File: config.mk
export PLATFORM = sky130hd
export DESIGN_NAME = adcctl_top
export DESIGN_NICKNAME = d
export VERILOG_FILES = /design/src/logic/adcctl_pkg.sv /design/src/logic/adcctl_top.sv
export SDC_FILE = /design/constraint.sdc
export NUM_CORES = 1
export LEC_CHECK = 0
export ABC_AREA = 1
export BUFFER_PORTS_ARGS = -buffer_cell sky130_fd_sc_hd__buf_4
export CAP_MARGIN = 20
export CELL_PAD_IN_SITES_DETAIL_PLACEMENT = 0
export CELL_PAD_IN_SITES_GLOBAL_PLACEMENT = 1
export CORE_ASPECT_RATIO = 2
export CORE_MARGIN = 10
export CORE_UTILIZATION = 48
export DETAILED_ROUTE_END_ITERATION = 6
export PLACE_DENSITY_LB_ADDON = 0.2
export SETUP_SLACK_MARGIN = 0.5
export SYNTH_ARGS = -nofsm -noshare
export SYNTH_HDL_FRONTEND = slang
export SYNTH_SLANG_ARGS = --single-unit
File: constraint.sdc
create_clock -name clock -period 2.46 [get_ports clock]
set_input_delay 0.123 -clock clock [delete_from_list [all_inputs] [get_ports clock]]
set_output_delay 0.123 -clock clock [all_outputs]
set_load 0.1 [all_outputs]
File: src/logic/adcctl_pkg.sv
// adcctl_pkg: register map, field positions, reset values and timing constants
// of the converter control and result-register block.
// assumes the die-link slave port presents byte addresses of the converter space.
package adcctl_pkg;

    // register byte addresses
    localparam logic [31:0] ADCCTL_CONFIG_ADDR  = 32'h4008_2174;
    localparam logic [31:0] ADCCTL_RESULT_BASE  = 32'h4008_6000;
    localparam logic [31:0] ADCCTL_RESULT_LAST  = 32'h4008_606c;
    localparam logic [31:0] ADCCTL_RESULT_STEP  = 32'h0000_0004;
    localparam logic [31:0] ADCCTL_CHSEL_ADDR   = 32'h4008_6080;

    // channel count
    localparam int          ADCCTL_NUM_CH       = 28;

    // config fields
    localparam int          ADCCTL_CFG_SWRST    = 10;
    localparam int          ADCCTL_CFG_PUP      = 9;
    localparam int          ADCCTL_CFG_REFB     = 7;
    localparam int          ADCCTL_CFG_RESTART  = 6;
    localparam int          ADCCTL_CFG_SEQDMA   = 4;
    localparam int          ADCCTL_CFG_CNVDMA   = 3;
    localparam logic [15:0] ADCCTL_CFG_RESET    = 16'h0280;
    localparam logic [15:0] ADCCTL_CFG_RMASK    = 16'h029f;

    // conversion type codes
    localparam logic [2:0]  ADCCTL_CT_IDLE      = 3'h0;
    localparam logic [2:0]  ADCCTL_CT_PIN       = 3'h1;
    localparam logic [2:0]  ADCCTL_CT_SINGLE    = 3'h2;
    localparam logic [2:0]  ADCCTL_CT_CONT      = 3'h3;
    localparam logic [2:0]  ADCCTL_CT_LOGIC     = 3'h4;

    // channel select fields
    localparam logic [15:0] ADCCTL_CHSEL_RESET  = 16'h111f;
    localparam logic [15:0] ADCCTL_CHSEL_RMASK  = 16'h1f1f;
    localparam logic [4:0]  ADCCTL_NEG_MAXCODE  = 5'h13;

    // result word layout
    localparam int          ADCCTL_RES_VALID    = 3;
    localparam int          ADCCTL_RES_OLD      = 2;
    localparam int          ADCCTL_RES_DLSB     = 12;

    // update window timing
    localparam int          ADCCTL_CLK_MHZ      = 25;
    localparam int          ADCCTL_WIN_NS       = 100;
    localparam int          ADCCTL_WIN_CYC      = (ADCCTL_WIN_NS * ADCCTL_CLK_MHZ + 999) / 1000;

endpackage

File: src/logic/adcctl_top.sv
// adcctl_top: configuration, channel select and 28 result registers of a
// successive-approximation converter, reached by single-cycle register port.
// assumes the analog core and sequencer sit outside on the same clock and
// hand finished samples in as a one-cycle pulse with channel and value.
//
// How it works
// - writing restart pulses analog reset output
// - sequencer dma requests gated by bit four
// - single conversion dma requests gated by three
// - conversion type decoded into five trigger modes
// - each finished sample for channels 0 to 27 lands in its channel word
// - result update window lasts three cycles, 120 ns at 25 MHz
// - reads during update window return all zero
// - blanking applies identically in every conversion mode
// - sample in 27:12, sign above, zeros in 11:4 and 1:0
// - bit three reads one when sample valid
// - bit two set once sample has been read
// - negative select resets 0x11, codes above 0x13 reserved
// - channel select steers only non-sequenced conversions
// - positive select resets 0x1f in low bits
`timescale 1ns/1ns
`default_nettype none

module adcctl_top
    import adcctl_pkg::*;
#(
    parameter int NUM_CH = adcctl_pkg::ADCCTL_NUM_CH
) (
    input  wire logic        clock,
    input  wire logic        nrst,
    // die-link register port
    input  wire logic        reg_req,
    input  wire logic        reg_write,
    input  wire logic [31:0] reg_addr,
    input  wire logic [31:0] reg_wdata,
    output logic [31:0]      reg_rdata,
    output logic             reg_ack,
    output logic             reg_err,
    // finished sample from the converter core
    input  wire logic        sample_done,
    input  wire logic        sample_from_seq,
    input  wire logic [4:0]  sample_channel,
    input  wire logic [15:0] sample_value,
    // control toward the analog core and sequencer
    output logic             converter_power_on,
    output logic             ref_buffer_power_on,
    output logic             analog_restart,
    output logic             trig_idle,
    output logic             trig_pin,
    output logic             trig_single,
    output logic             trig_continuous,
    output logic             trig_logic_array,
    output logic [4:0]       positive_input_select,
    output logic [4:0]       negative_input_select,
    output logic             use_channel_select,
    output logic             sequencer_dma_request_enable_req,
    output logic             single_dma_req
);
    import adcctl_pkg::*;

    ////////////////////////////////////////////////////////////////////////////
    // state

    typedef struct packed {
        logic [15:0]             cfg;
        logic [15:0]             chsel;
        logic                    restart;
        logic                    sequencer_dma_request_enable;
        logic                    single_dma_request_enable;
        logic [31:0]             rdata;
        logic                    ack;
        logic                    err;
        logic [NUM_CH-1:0]       valid;
        logic [NUM_CH-1:0]       old;
        logic [NUM_CH-1:0][15:0] data;
        logic [NUM_CH-1:0][1:0]  win;
    } adcctl_state_type;

    adcctl_state_type st_r;
    adcctl_state_type st_nxt;

    logic        in_result;
    logic [31:0] roff;
    logic [4:0]  ridx;
    logic [31:0] rword;
    logic [15:0] cfg_w;

    ////////////////////////////////////////////////////////////////////////////
    // address decode

    assign roff      = reg_addr - ADCCTL_RESULT_BASE;
    assign ridx      = roff[6:2];
    assign in_result = (reg_addr >= ADCCTL_RESULT_BASE) && (reg_addr <= ADCCTL_RESULT_LAST)
                       && (roff[1:0] == 2'h0);

    // layout of the addressed result word, zero while its update window runs
    always_comb begin
        rword = 32'h0000_0000;
        if (in_result && (st_r.win[ridx] == 2'h0)) begin
            rword = {{4{st_r.data[ridx][15]}}, st_r.data[ridx], 8'h00,
                     st_r.valid[ridx], st_r.old[ridx], 2'h0};
        end
    end

    ////////////////////////////////////////////////////////////////////////////
    // next state

    always_comb begin
        st_nxt         = st_r;
        st_nxt.ack     = reg_req;
        st_nxt.err     = 1'b0;
        st_nxt.rdata   = 32'h0000_0000;
        st_nxt.restart = 1'b0;
        cfg_w          = reg_wdata[15:0] & ADCCTL_CFG_RMASK;

        // update windows count down; a new sample reloads its own
        for (int i = 0; i < NUM_CH; i++) begin
            if (st_r.win[i] != 2'h0) begin
                st_nxt.win[i] = st_r.win[i] - 2'h1;
            end
        end

        // sample lands and opens the blanking window
        if (sample_done && (sample_channel < 5'(NUM_CH))) begin
            st_nxt.data[sample_channel]  = sample_value;
            st_nxt.valid[sample_channel] = 1'b1;
            st_nxt.old[sample_channel]   = 1'b0;
            st_nxt.win[sample_channel]   = 2'(ADCCTL_WIN_CYC);
        end

        // dma requests raised with the sample, gated per source
        st_nxt.sequencer_dma_request_enable = sample_done && sample_from_seq && st_r.cfg[ADCCTL_CFG_SEQDMA];
        st_nxt.single_dma_request_enable = sample_done && !sample_from_seq && st_r.cfg[ADCCTL_CFG_CNVDMA];

        if (reg_req) begin
            if (reg_addr == ADCCTL_CONFIG_ADDR) begin
                if (reg_write) begin
                    if (reg_wdata[ADCCTL_CFG_SWRST]) begin
                        st_nxt.cfg   = ADCCTL_CFG_RESET;
                        st_nxt.chsel = ADCCTL_CHSEL_RESET;
                    end else begin
                        st_nxt.cfg = cfg_w;
                    end
                    st_nxt.restart = reg_wdata[ADCCTL_CFG_RESTART];
                end else begin
                    st_nxt.rdata = {16'h0000, st_r.cfg}; // write-only bits never stored
                end
            end else if (reg_addr == ADCCTL_CHSEL_ADDR) begin
                if (reg_write) begin
                    st_nxt.chsel = reg_wdata[15:0] & ADCCTL_CHSEL_RMASK;
                end else begin
                    st_nxt.rdata = {16'h0000, st_r.chsel};
                end
            end else if (in_result) begin
                if (!reg_write) begin
                    st_nxt.rdata = rword;
                    // only a read that saw a settled sample marks it as taken
                    if ((st_r.win[ridx] == 2'h0) && st_r.valid[ridx]
                        && !(sample_done && (sample_channel == ridx))) begin
                        st_nxt.old[ridx] = 1'b1;
                    end
                end
            end else begin
                st_nxt.err = 1'b1; // unmapped address
            end
        end
    end

    ////////////////////////////////////////////////////////////////////////////
    // registers

    always_ff @(posedge clock) begin
        if (!nrst) begin
            st_r       <= '0;
            st_r.cfg   <= ADCCTL_CFG_RESET;
            st_r.chsel <= ADCCTL_CHSEL_RESET;
        end else begin
            st_r <= st_nxt;
        end
    end

    ////////////////////////////////////////////////////////////////////////////
    // outputs

    assign reg_rdata             = st_r.rdata;
    assign reg_ack               = st_r.ack;
    assign reg_err               = st_r.err;
    assign converter_power_on    = st_r.cfg[ADCCTL_CFG_PUP];
    assign ref_buffer_power_on   = st_r.cfg[ADCCTL_CFG_REFB];
    assign analog_restart        = st_r.restart;
    assign sequencer_dma_request_enable_req           = st_r.sequencer_dma_request_enable;
    assign single_dma_req        = st_r.single_dma_request_enable;

    // conversion type decode; codes above the logic-array trigger act idle
    assign trig_pin              = (st_r.cfg[2:0] == ADCCTL_CT_PIN);
    assign trig_single           = (st_r.cfg[2:0] == ADCCTL_CT_SINGLE);
    assign trig_continuous       = (st_r.cfg[2:0] == ADCCTL_CT_CONT);
    assign trig_logic_array      = (st_r.cfg[2:0] == ADCCTL_CT_LOGIC);
    assign trig_idle             = !(trig_pin || trig_single || trig_continuous
                                     || trig_logic_array);

    // the select register drives inputs; the core ignores it under the sequencer
    assign positive_input_select = st_r.chsel[4:0];
    assign negative_input_select = st_r.chsel[12:8];
    assign use_channel_select    = !sample_from_seq;

endmodule

`default_nettype wire

==> results.sh, run 1 <==
export IMPL_status="finished, final reports clean"
export IMPL_powerDensity_nw_per_um2=685
export IMPL_numCtsBuffers=56
export IMPL_p_clk_frac=0.435
export IMPL_grt_overflow=0
export IMPL_postSynthAreaPerCell_um2=7.15
export IMPL_leakagePower_nw=11.1
export IMPL_nets=3783
export IMPL_reg2regPathDepth=12
export IMPL_final_setup_viol_count=0
export IMPL_relSlewSlack=0.421
export IMPL_fin_skew_ns=0.0187
export IMPL_worstSkewPairLatency_ns=0.62
export IMPL_drc_errors=0
export IMPL_cp_max_fo=14
export IMPL_grt_pass1_wl_um=145000
export IMPL_tns_ns=0
export IMPL_p_seq_frac=0.480
export IMPL_drv_slew=0
export IMPL_r2r_end="reg_rdata[19]"
export IMPL_die_area_um2=64800
export IMPL_setup_worst_path_end="reg_rdata[19]"
export IMPL_crit_start="st_r[9]"
export IMPL_dp_cells=4271
export IMPL_routedWlPerCell_um=22.0
export IMPL_fmax_ghz=0.521
export IMPL_period_share=0.781
export IMPL_portBuffers=123
export IMPL_cts_sinks=608
export IMPL_post_route_util=0.559
export IMPL_clkSlewWorstSetupHoldPaths_ns=0.07
export IMPL_hold_viol_final=0
export IMPL_fp_dieH_um=350
export IMPL_stdcell_count=4413
export IMPL_wirelength_um=97100
export IMPL_grt_pass1_vias=24300
export IMPL_rows=121
export IMPL_p_sw_mw=5.22
export IMPL_viasPerCell=5.78
export IMPL_holdCritPathClass="in2reg"
export IMPL_r2r_start="st_r[9]"
export IMPL_cp_arrival_ns=2.47
export IMPL_syn_inst=3656
export IMPL_layout_commonest_cell="dfxtp_1"
export IMPL_drive_gt1_frac=0.115
export IMPL_antenna_found_initial=1
export IMPL_die_w_um=185
export IMPL_endpoint_kind="flop"
export IMPL_grt_max_degree=167
export IMPL_required_ns=3.01
export IMPL_core_um2=54200
export IMPL_start_kind="flop"
export IMPL_cts_root_buffer="clkbuf_16"
export IMPL_ys_warn_count=0
export IMPL_antenna_cells=0
export IMPL_grt_usage=0.289
export IMPL_dpl_hpwl_um=65100
export IMPL_synth_cell_types=42
export IMPL_cts_tree="done"
export IMPL_areaGrowthSynthToFinish_pct=15.9
export IMPL_swShare=0.251
export IMPL_critPathKind="reg2reg"
export IMPL_layout_common_cells="607 x dfxtp_1, 574 x nand2_1, 499 x a21oi_1"
export IMPL_dr_pass1_iters=6
export IMPL_layout_min_cycle_time_ns=1.92
export IMPL_vias=25500
export IMPL_maxCapViolCount=0
export IMPL_r2r_slack_ns=0.54
export IMPL_ys_seq_elements=608
export IMPL_htreeDepth=2
export IMPL_rsz0062_at_grt="yes"
export IMPL_synth_area_um2=26200
export IMPL_cts_path_max_buffers=3
export IMPL_comb_power_share=0.085
export IMPL_vdd_drop_max_uv=540
export IMPL_worst_pin_slew_ns=0.863
export IMPL_intPower_mw=15.5
export IMPL_ant_nets=0
export IMPL_drt_iter0_drc=2402
export IMPL_floorplan_initialDensity=0.483
export IMPL_ios=146
export IMPL_seq_area_frac_synth=0.465
export IMPL_place_congestion=0.949
==> power groups by stage <==
stage / Sequential, mW / Combinational (mW) / Clock [mW]
global route: 9.98 / 1.87 / 9.50
detailed placement: 10.2 / 1.66 / 0
finish: 9.98 / 1.76 / 9.03
CTS: 9.97 / 1.72 / 9.13
global placement: 10.2 / 1.65 / 0
floorplan: 10.2 / 0.913 / 0
==> worst max-delay path: stages (launching register included) <==
cell	delay, ns
dfxtp_1	0.33
nor2_2	0.20
nor2_1	0.08
nor2_1	0.12
nand3_1	0.09
nand3_1	0.16
nand2_2	0.13
inv_1	0.11
nand3_2	0.12
inv_2	0.09
nand3_2	0.06
buf_6	0.20
nor2_1	0.15
==> worst min-delay path by stage <==
stage / startpoint / slack [ns] / end / cells past startpoint
floorplan: sample_from_seq / 0.20 / single_dma_req / 1
global placement: sample_from_seq / 0.34 / single_dma_req / 2
detailed placement: sample_from_seq / 0.34 / single_dma_req / 2
CTS: sample_value[2] / 0.0005 / st_r[298] / 3
global route: sample_value[2] / 0.03 / st_r[250] / 3
finish: sample_value[2] / 0.03 / st_r[250] / 3
==> logic make-up after synthesis <==
kind of cell,Yosys count,synth area share
AO/OA/AOI/OAI,1047,0.218
AND/OR/NAND/NOR,1321,0.209
other,1,0.000143
buffers and inverters,679,0.107
flip-flops,608,0.465
==> through the flow <==
stage	total power, mW	worst slack, ns	hold WS [ns]	instance area, µm²
2_1_floorplan	11.1	0.562	0.202	26200
3_3_place_gp	11.8	0.160	0.344	28000
3_5_place_dp	11.9	0.162	0.343	28000
4_1_cts	20.8	0.510	0.000512	30200
5_1_grt	21.3	0.471	0.0282	30300
6_report	20.8	0.539	0.0288	30300
==> what timing repair did <==
action / 4_1_cts / 5_1_grt
hold buffers: 36 / 0
endpoints found under the setup margin: 14 / 42
gates cloned: 0 / 1
resized for setup: 4 / 8
pin swaps: 0 / 2
setup buffers: 0 / 2
hold endpoints to repair: 117 / 0
==> cells in the mapped netlist, drive strengths merged <==
master	number	area (µm²)
buf	125	719
a21oi	499	2500
a21o	1	7.51
nand3b	11	82.6
a22oi	72	541
nor3b	1	7.51
o21ai	349	1750
o2111ai	10	87.6
nand3	211	1060
o21bai	1	7.51
clkbuf	221	830
inv	329	1230
clkinv	4	15.0
a221oi	3	26.3
o221ai	29	254
and3	1	6.26
nor2	439	1660
conb	1	3.75
o211ai	5	37.5
a31oi	2	12.5
a311oi	1	8.76
o22ai	66	413
nand2	581	2200
a211oi	4	30.0
nor4	6	37.5
dfxtp	608	12200
o311ai	2	17.5
nand4	46	288
o21a	2	15.0
nor3	25	130
o32ai	1	8.76
==> flip-flops by register name, indices dropped and copies added, names as in the netlist <==
register	count
reg_ack	1
reg_err	1
ref_buffer_power_on	1
positive_input_select	5
sequencer_dma_request_enable_req	1
reg_rdata	26
single_dma_req	1
negative_input_select	5
converter_power_on	1
analog_restart	1
st_r	565
==> per-layer routing <==
metal	share of wire	GRT usage	vias to the layer above
met1	0.37	0.330	12000
met2	0.49	0.495	1121
li1	-	-	12100
met3	0.069	0.0399	246
met5	0.00015	0	-
met4	0.068	0.187	2
==> area by class of cell <==
type,instances,area [µm²]
Clock buffer,86,1720
Multi-Input combinational cell,2370,11400
Fill cell,5207,23900
Timing Repair Buffer,323,2800
Clock inverter,17,171
Inverter,333,1260
Tap cell,676,846
Sequential cell,608,12200
Power figures use the tool's default switching activity.
==> run 2, diff against run 1 <==
--- a/config.mk
+++ b/config.mk
@@ -5,14 +5,14 @@
 export SDC_FILE = /design/constraint.sdc
 export NUM_CORES = 1
 export LEC_CHECK = 0
-export ABC_AREA = 1
+export ABC_AREA = 0
 export BUFFER_PORTS_ARGS = -buffer_cell sky130_fd_sc_hd__buf_4
 export CAP_MARGIN = 20
 export CELL_PAD_IN_SITES_DETAIL_PLACEMENT = 0
 export CELL_PAD_IN_SITES_GLOBAL_PLACEMENT = 1
 export CORE_ASPECT_RATIO = 2
 export CORE_MARGIN = 10
-export CORE_UTILIZATION = 48
+export CORE_UTILIZATION = 43
 export DETAILED_ROUTE_END_ITERATION = 6
 export PLACE_DENSITY_LB_ADDON = 0.2
 export SETUP_SLACK_MARGIN = 0.5
==> constraint.sdc (replaced) <==
create_clock -name clock -period 1.65 [get_ports clock]
set_input_delay 0.0825 -clock clock [delete_from_list [all_inputs] [get_ports clock]]
set_output_delay 0.0825 -clock clock [all_outputs]
set_load 0.1 [all_outputs]
==> results.sh, run 2 <==
export IMPL_cts_tree="done"
export IMPL_synthAdderAreaFrac=0
export IMPL_cts_path_max_buffers=3
export IMPL_synth_area_um2=26900
export IMPL_status="complete, but fails checks"
export IMPL_design_area_um2=34500
export IMPL_layout_min_cycle_time_ns=2.02
export IMPL_viasPerCell=5.65
export IMPL_p_seq_frac=0.479
export IMPL_stdcell_count=4039
export IMPL_ios=146
export IMPL_final_setup_viol_count=47
export IMPL_grt_max_degree=124
export IMPL_worst_pin_slew_ns=0.944
export IMPL_hold_viol_final=13
export IMPL_floorplan_initialDensity=0.435
export IMPL_cp_arrival_ns=2.57
export IMPL_layout_commonest_cell="nand2_1"
export IMPL_fmax_ghz=0.494
export IMPL_synthArstFlopShare=0
export IMPL_pre_cts_ws_ns=-0.788
export IMPL_synth_top_area_share=0.452
export IMPL_place_congestion=0.882
export IMPL_numCtsBuffers=55
export IMPL_top_register="st_r"
export IMPL_yosys_top_cells_count="1019 x nand2_1, 608 x dfxtp_1, 503 x a21boi_0"
export IMPL_rows=129
export IMPL_dp_cells=3875
export IMPL_wirelength_um=96800
export IMPL_yosysMostFrequentCell="nand2_1"
export IMPL_leakagePower_nw=12.0
export IMPL_muxShareOfSynthArea=0.122
export IMPL_postLayoutSetupSlackWorst_ns=-0.374
export IMPL_r2r_start="st_r[50]"
export IMPL_synth_edf_count=0
export IMPL_grt_overflow=0
export IMPL_holdCritPathClass="in2reg"
export IMPL_core_um2=62000
export IMPL_die_w_um=197
export IMPL_cp_max_fo=7
export IMPL_p_sw_mw=7.37
export IMPL_drive_gt1_frac=0.270
export IMPL_hp_start="nrst"
export IMPL_drc_errors=0
export IMPL_cts_sinks=608
export IMPL_layout_common_cells="979 x nand2_1, 558 x dfxtp_1, 313 x a21boi_0"
export IMPL_start_kind="flop"
export IMPL_seq_area_frac_synth=0.452
export IMPL_synth_area_top_cells="dfxtp_1 45%, nand2_1 14%, a21boi_0 14%"
export IMPL_required_ns=2.19
export IMPL_antenna_found_initial=1
export IMPL_routedWlPerCell_um=24.0
export IMPL_dpl_hpwl_um=65200
export IMPL_die_area_um2=73700
export IMPL_clkSlewWorstSetupHoldPaths_ns=0.07
export IMPL_drv_slew=0
export IMPL_dr_pass1_iters=5
export IMPL_htreeDepth=2
export IMPL_endpoint_kind="flop"
export IMPL_postSynthAreaPerCell_um2=9.01
export IMPL_vdd_drop_max_uv=790
export IMPL_grt_pass1_wl_um=145000
export IMPL_fin_skew_ns=0.0235
export IMPL_post_route_util=0.557
export IMPL_cts_root_buffer="clkbuf_16"
export IMPL_finalPower_mw=30.9
export IMPL_path_cells="or3_4 > o311ai_2 > a21oi_2 > nor4_4 > and4_4 > nand4b_4 > o21ai_2"
export IMPL_rsz0062_at_grt="yes"
export IMPL_maxCapViolCount=0
export IMPL_ant_nets=0
export IMPL_tns_ns=-13.36
export IMPL_yosys_area_top_type="dfxtp_1"
export IMPL_drt_iter0_drc=1710
export IMPL_worstSkewPairLatency_ns=0.62
export IMPL_nets=3300
export IMPL_powerDensity_nw_per_um2=895
export IMPL_largest_register_ffs=565
export IMPL_syn_inst=2989
export IMPL_crit_buf_inv=0
export IMPL_synth_compound_area_frac=0.182
export IMPL_fp_dieH_um=374
export IMPL_swShare=0.239
export IMPL_yosys_area_share_simple=0.192
export IMPL_comb_power_share=0.079
export IMPL_crit_start="st_r[50]"
export IMPL_ys_seq_elements=608
export IMPL_ys_flop_type="dfxtp_1"
export IMPL_portBuffers=123
export IMPL_cts_hold_repair_buffers=36
export IMPL_areaGrowthSynthToFinish_pct=28.2
export IMPL_synth_top_family_by_area="simple AND/OR/NAND/NOR gates"
export IMPL_vias=22800
export IMPL_worst_path_max_delay_cell="or3_4"
export IMPL_critPathTopFamily="simple AND/OR/NAND/NOR gates"
export IMPL_synth_xor_area_frac=0.00195
export IMPL_period_share=1.23
export IMPL_grt_usage=0.259
export IMPL_ys_warn_count=0
export IMPL_finalHoldWorstSlack_ns=-0.305
export IMPL_p_clk_frac=0.443
export IMPL_intPower_mw=23.5
export IMPL_postPlaceCellArea_um2=30800
export IMPL_violations="negative hold slack, negative setup slack"
export IMPL_relSlewSlack=0.365
export IMPL_cpPeakStageDelay_ns=0.36
export IMPL_critPathKind="reg2reg"
export IMPL_grt_pass1_vias=23400
export IMPL_synth_cell_types=68
run 2: changes by cell type in the layout (fill, tap and decap cells not counted), sizes merged, moves of 167 or more:
cell,change
nand3,-167
a21oi,-468
nand2,+438
o21ai,-307
inv,-316
nor2,-369
a21boi,+505
run 2: repair_timing:
action	in CTS	in global routing
buffers inserted	20	6
resized for setup	302	51
setup endpoints to repair	203	127
pin swaps	43	30
gates cloned	1	0
hold endpoints to repair	477	13
run 2: power by group through the flow:
stage / clock network [mW] / logic [mW] / registers (mW)
final: 13.7 / 2.43 / 14.8
after global routing: 14.4 / 2.55 / 14.8
after CTS: 13.9 / 2.39 / 14.8
after detailed placement: 0 / 2.28 / 15.2
after global placement: 0 / 2.26 / 15.1
after floorplan: 0 / 1.41 / 15.2
run 2: path summary, 6_finish.rpt:
| check | end | slack (ns) | depth (start not counted) |
|---|---|---|---|
| worst max register to register | st_r[514] | -0.37 | 7 |
| worst max-delay path | st_r[514] | -0.37 | 7 |
| worst min-delay path | negative_input_select[4] | -0.30 | 2 |
| worst min register to register | st_r[222] | 0.45 | 2 |
run 2: layer usage:
| layer | global-route usage | share of wire |
|---|---|---|
| met1 | 0.282 | 0.37 |
| met2 | 0.469 | 0.52 |
| met3 | 0.0334 | 0.047 |
| met4 | 0.147 | 0.063 |
| met5 | 0 | 0 |
run 2: kinds of logic after synthesis:
group	count (synthesis)
mux	157
simple gates	1253
buf+inv	294
other cells	1
xor+xnor	6
flops	608
compound gates	670
run 2: final cells by class:
class / instances / area (µm²)
multi-input combinational: 2088 / 14500
clock buffer: 83 / 1640
tap: 786 / 983
sequential: 608 / 12300
fill: 5399 / 27500
inverter: 12 / 45.0
clock inverter: 17 / 250
timing repair buffer: 444 / 4810
antenna: 1 / 2.50
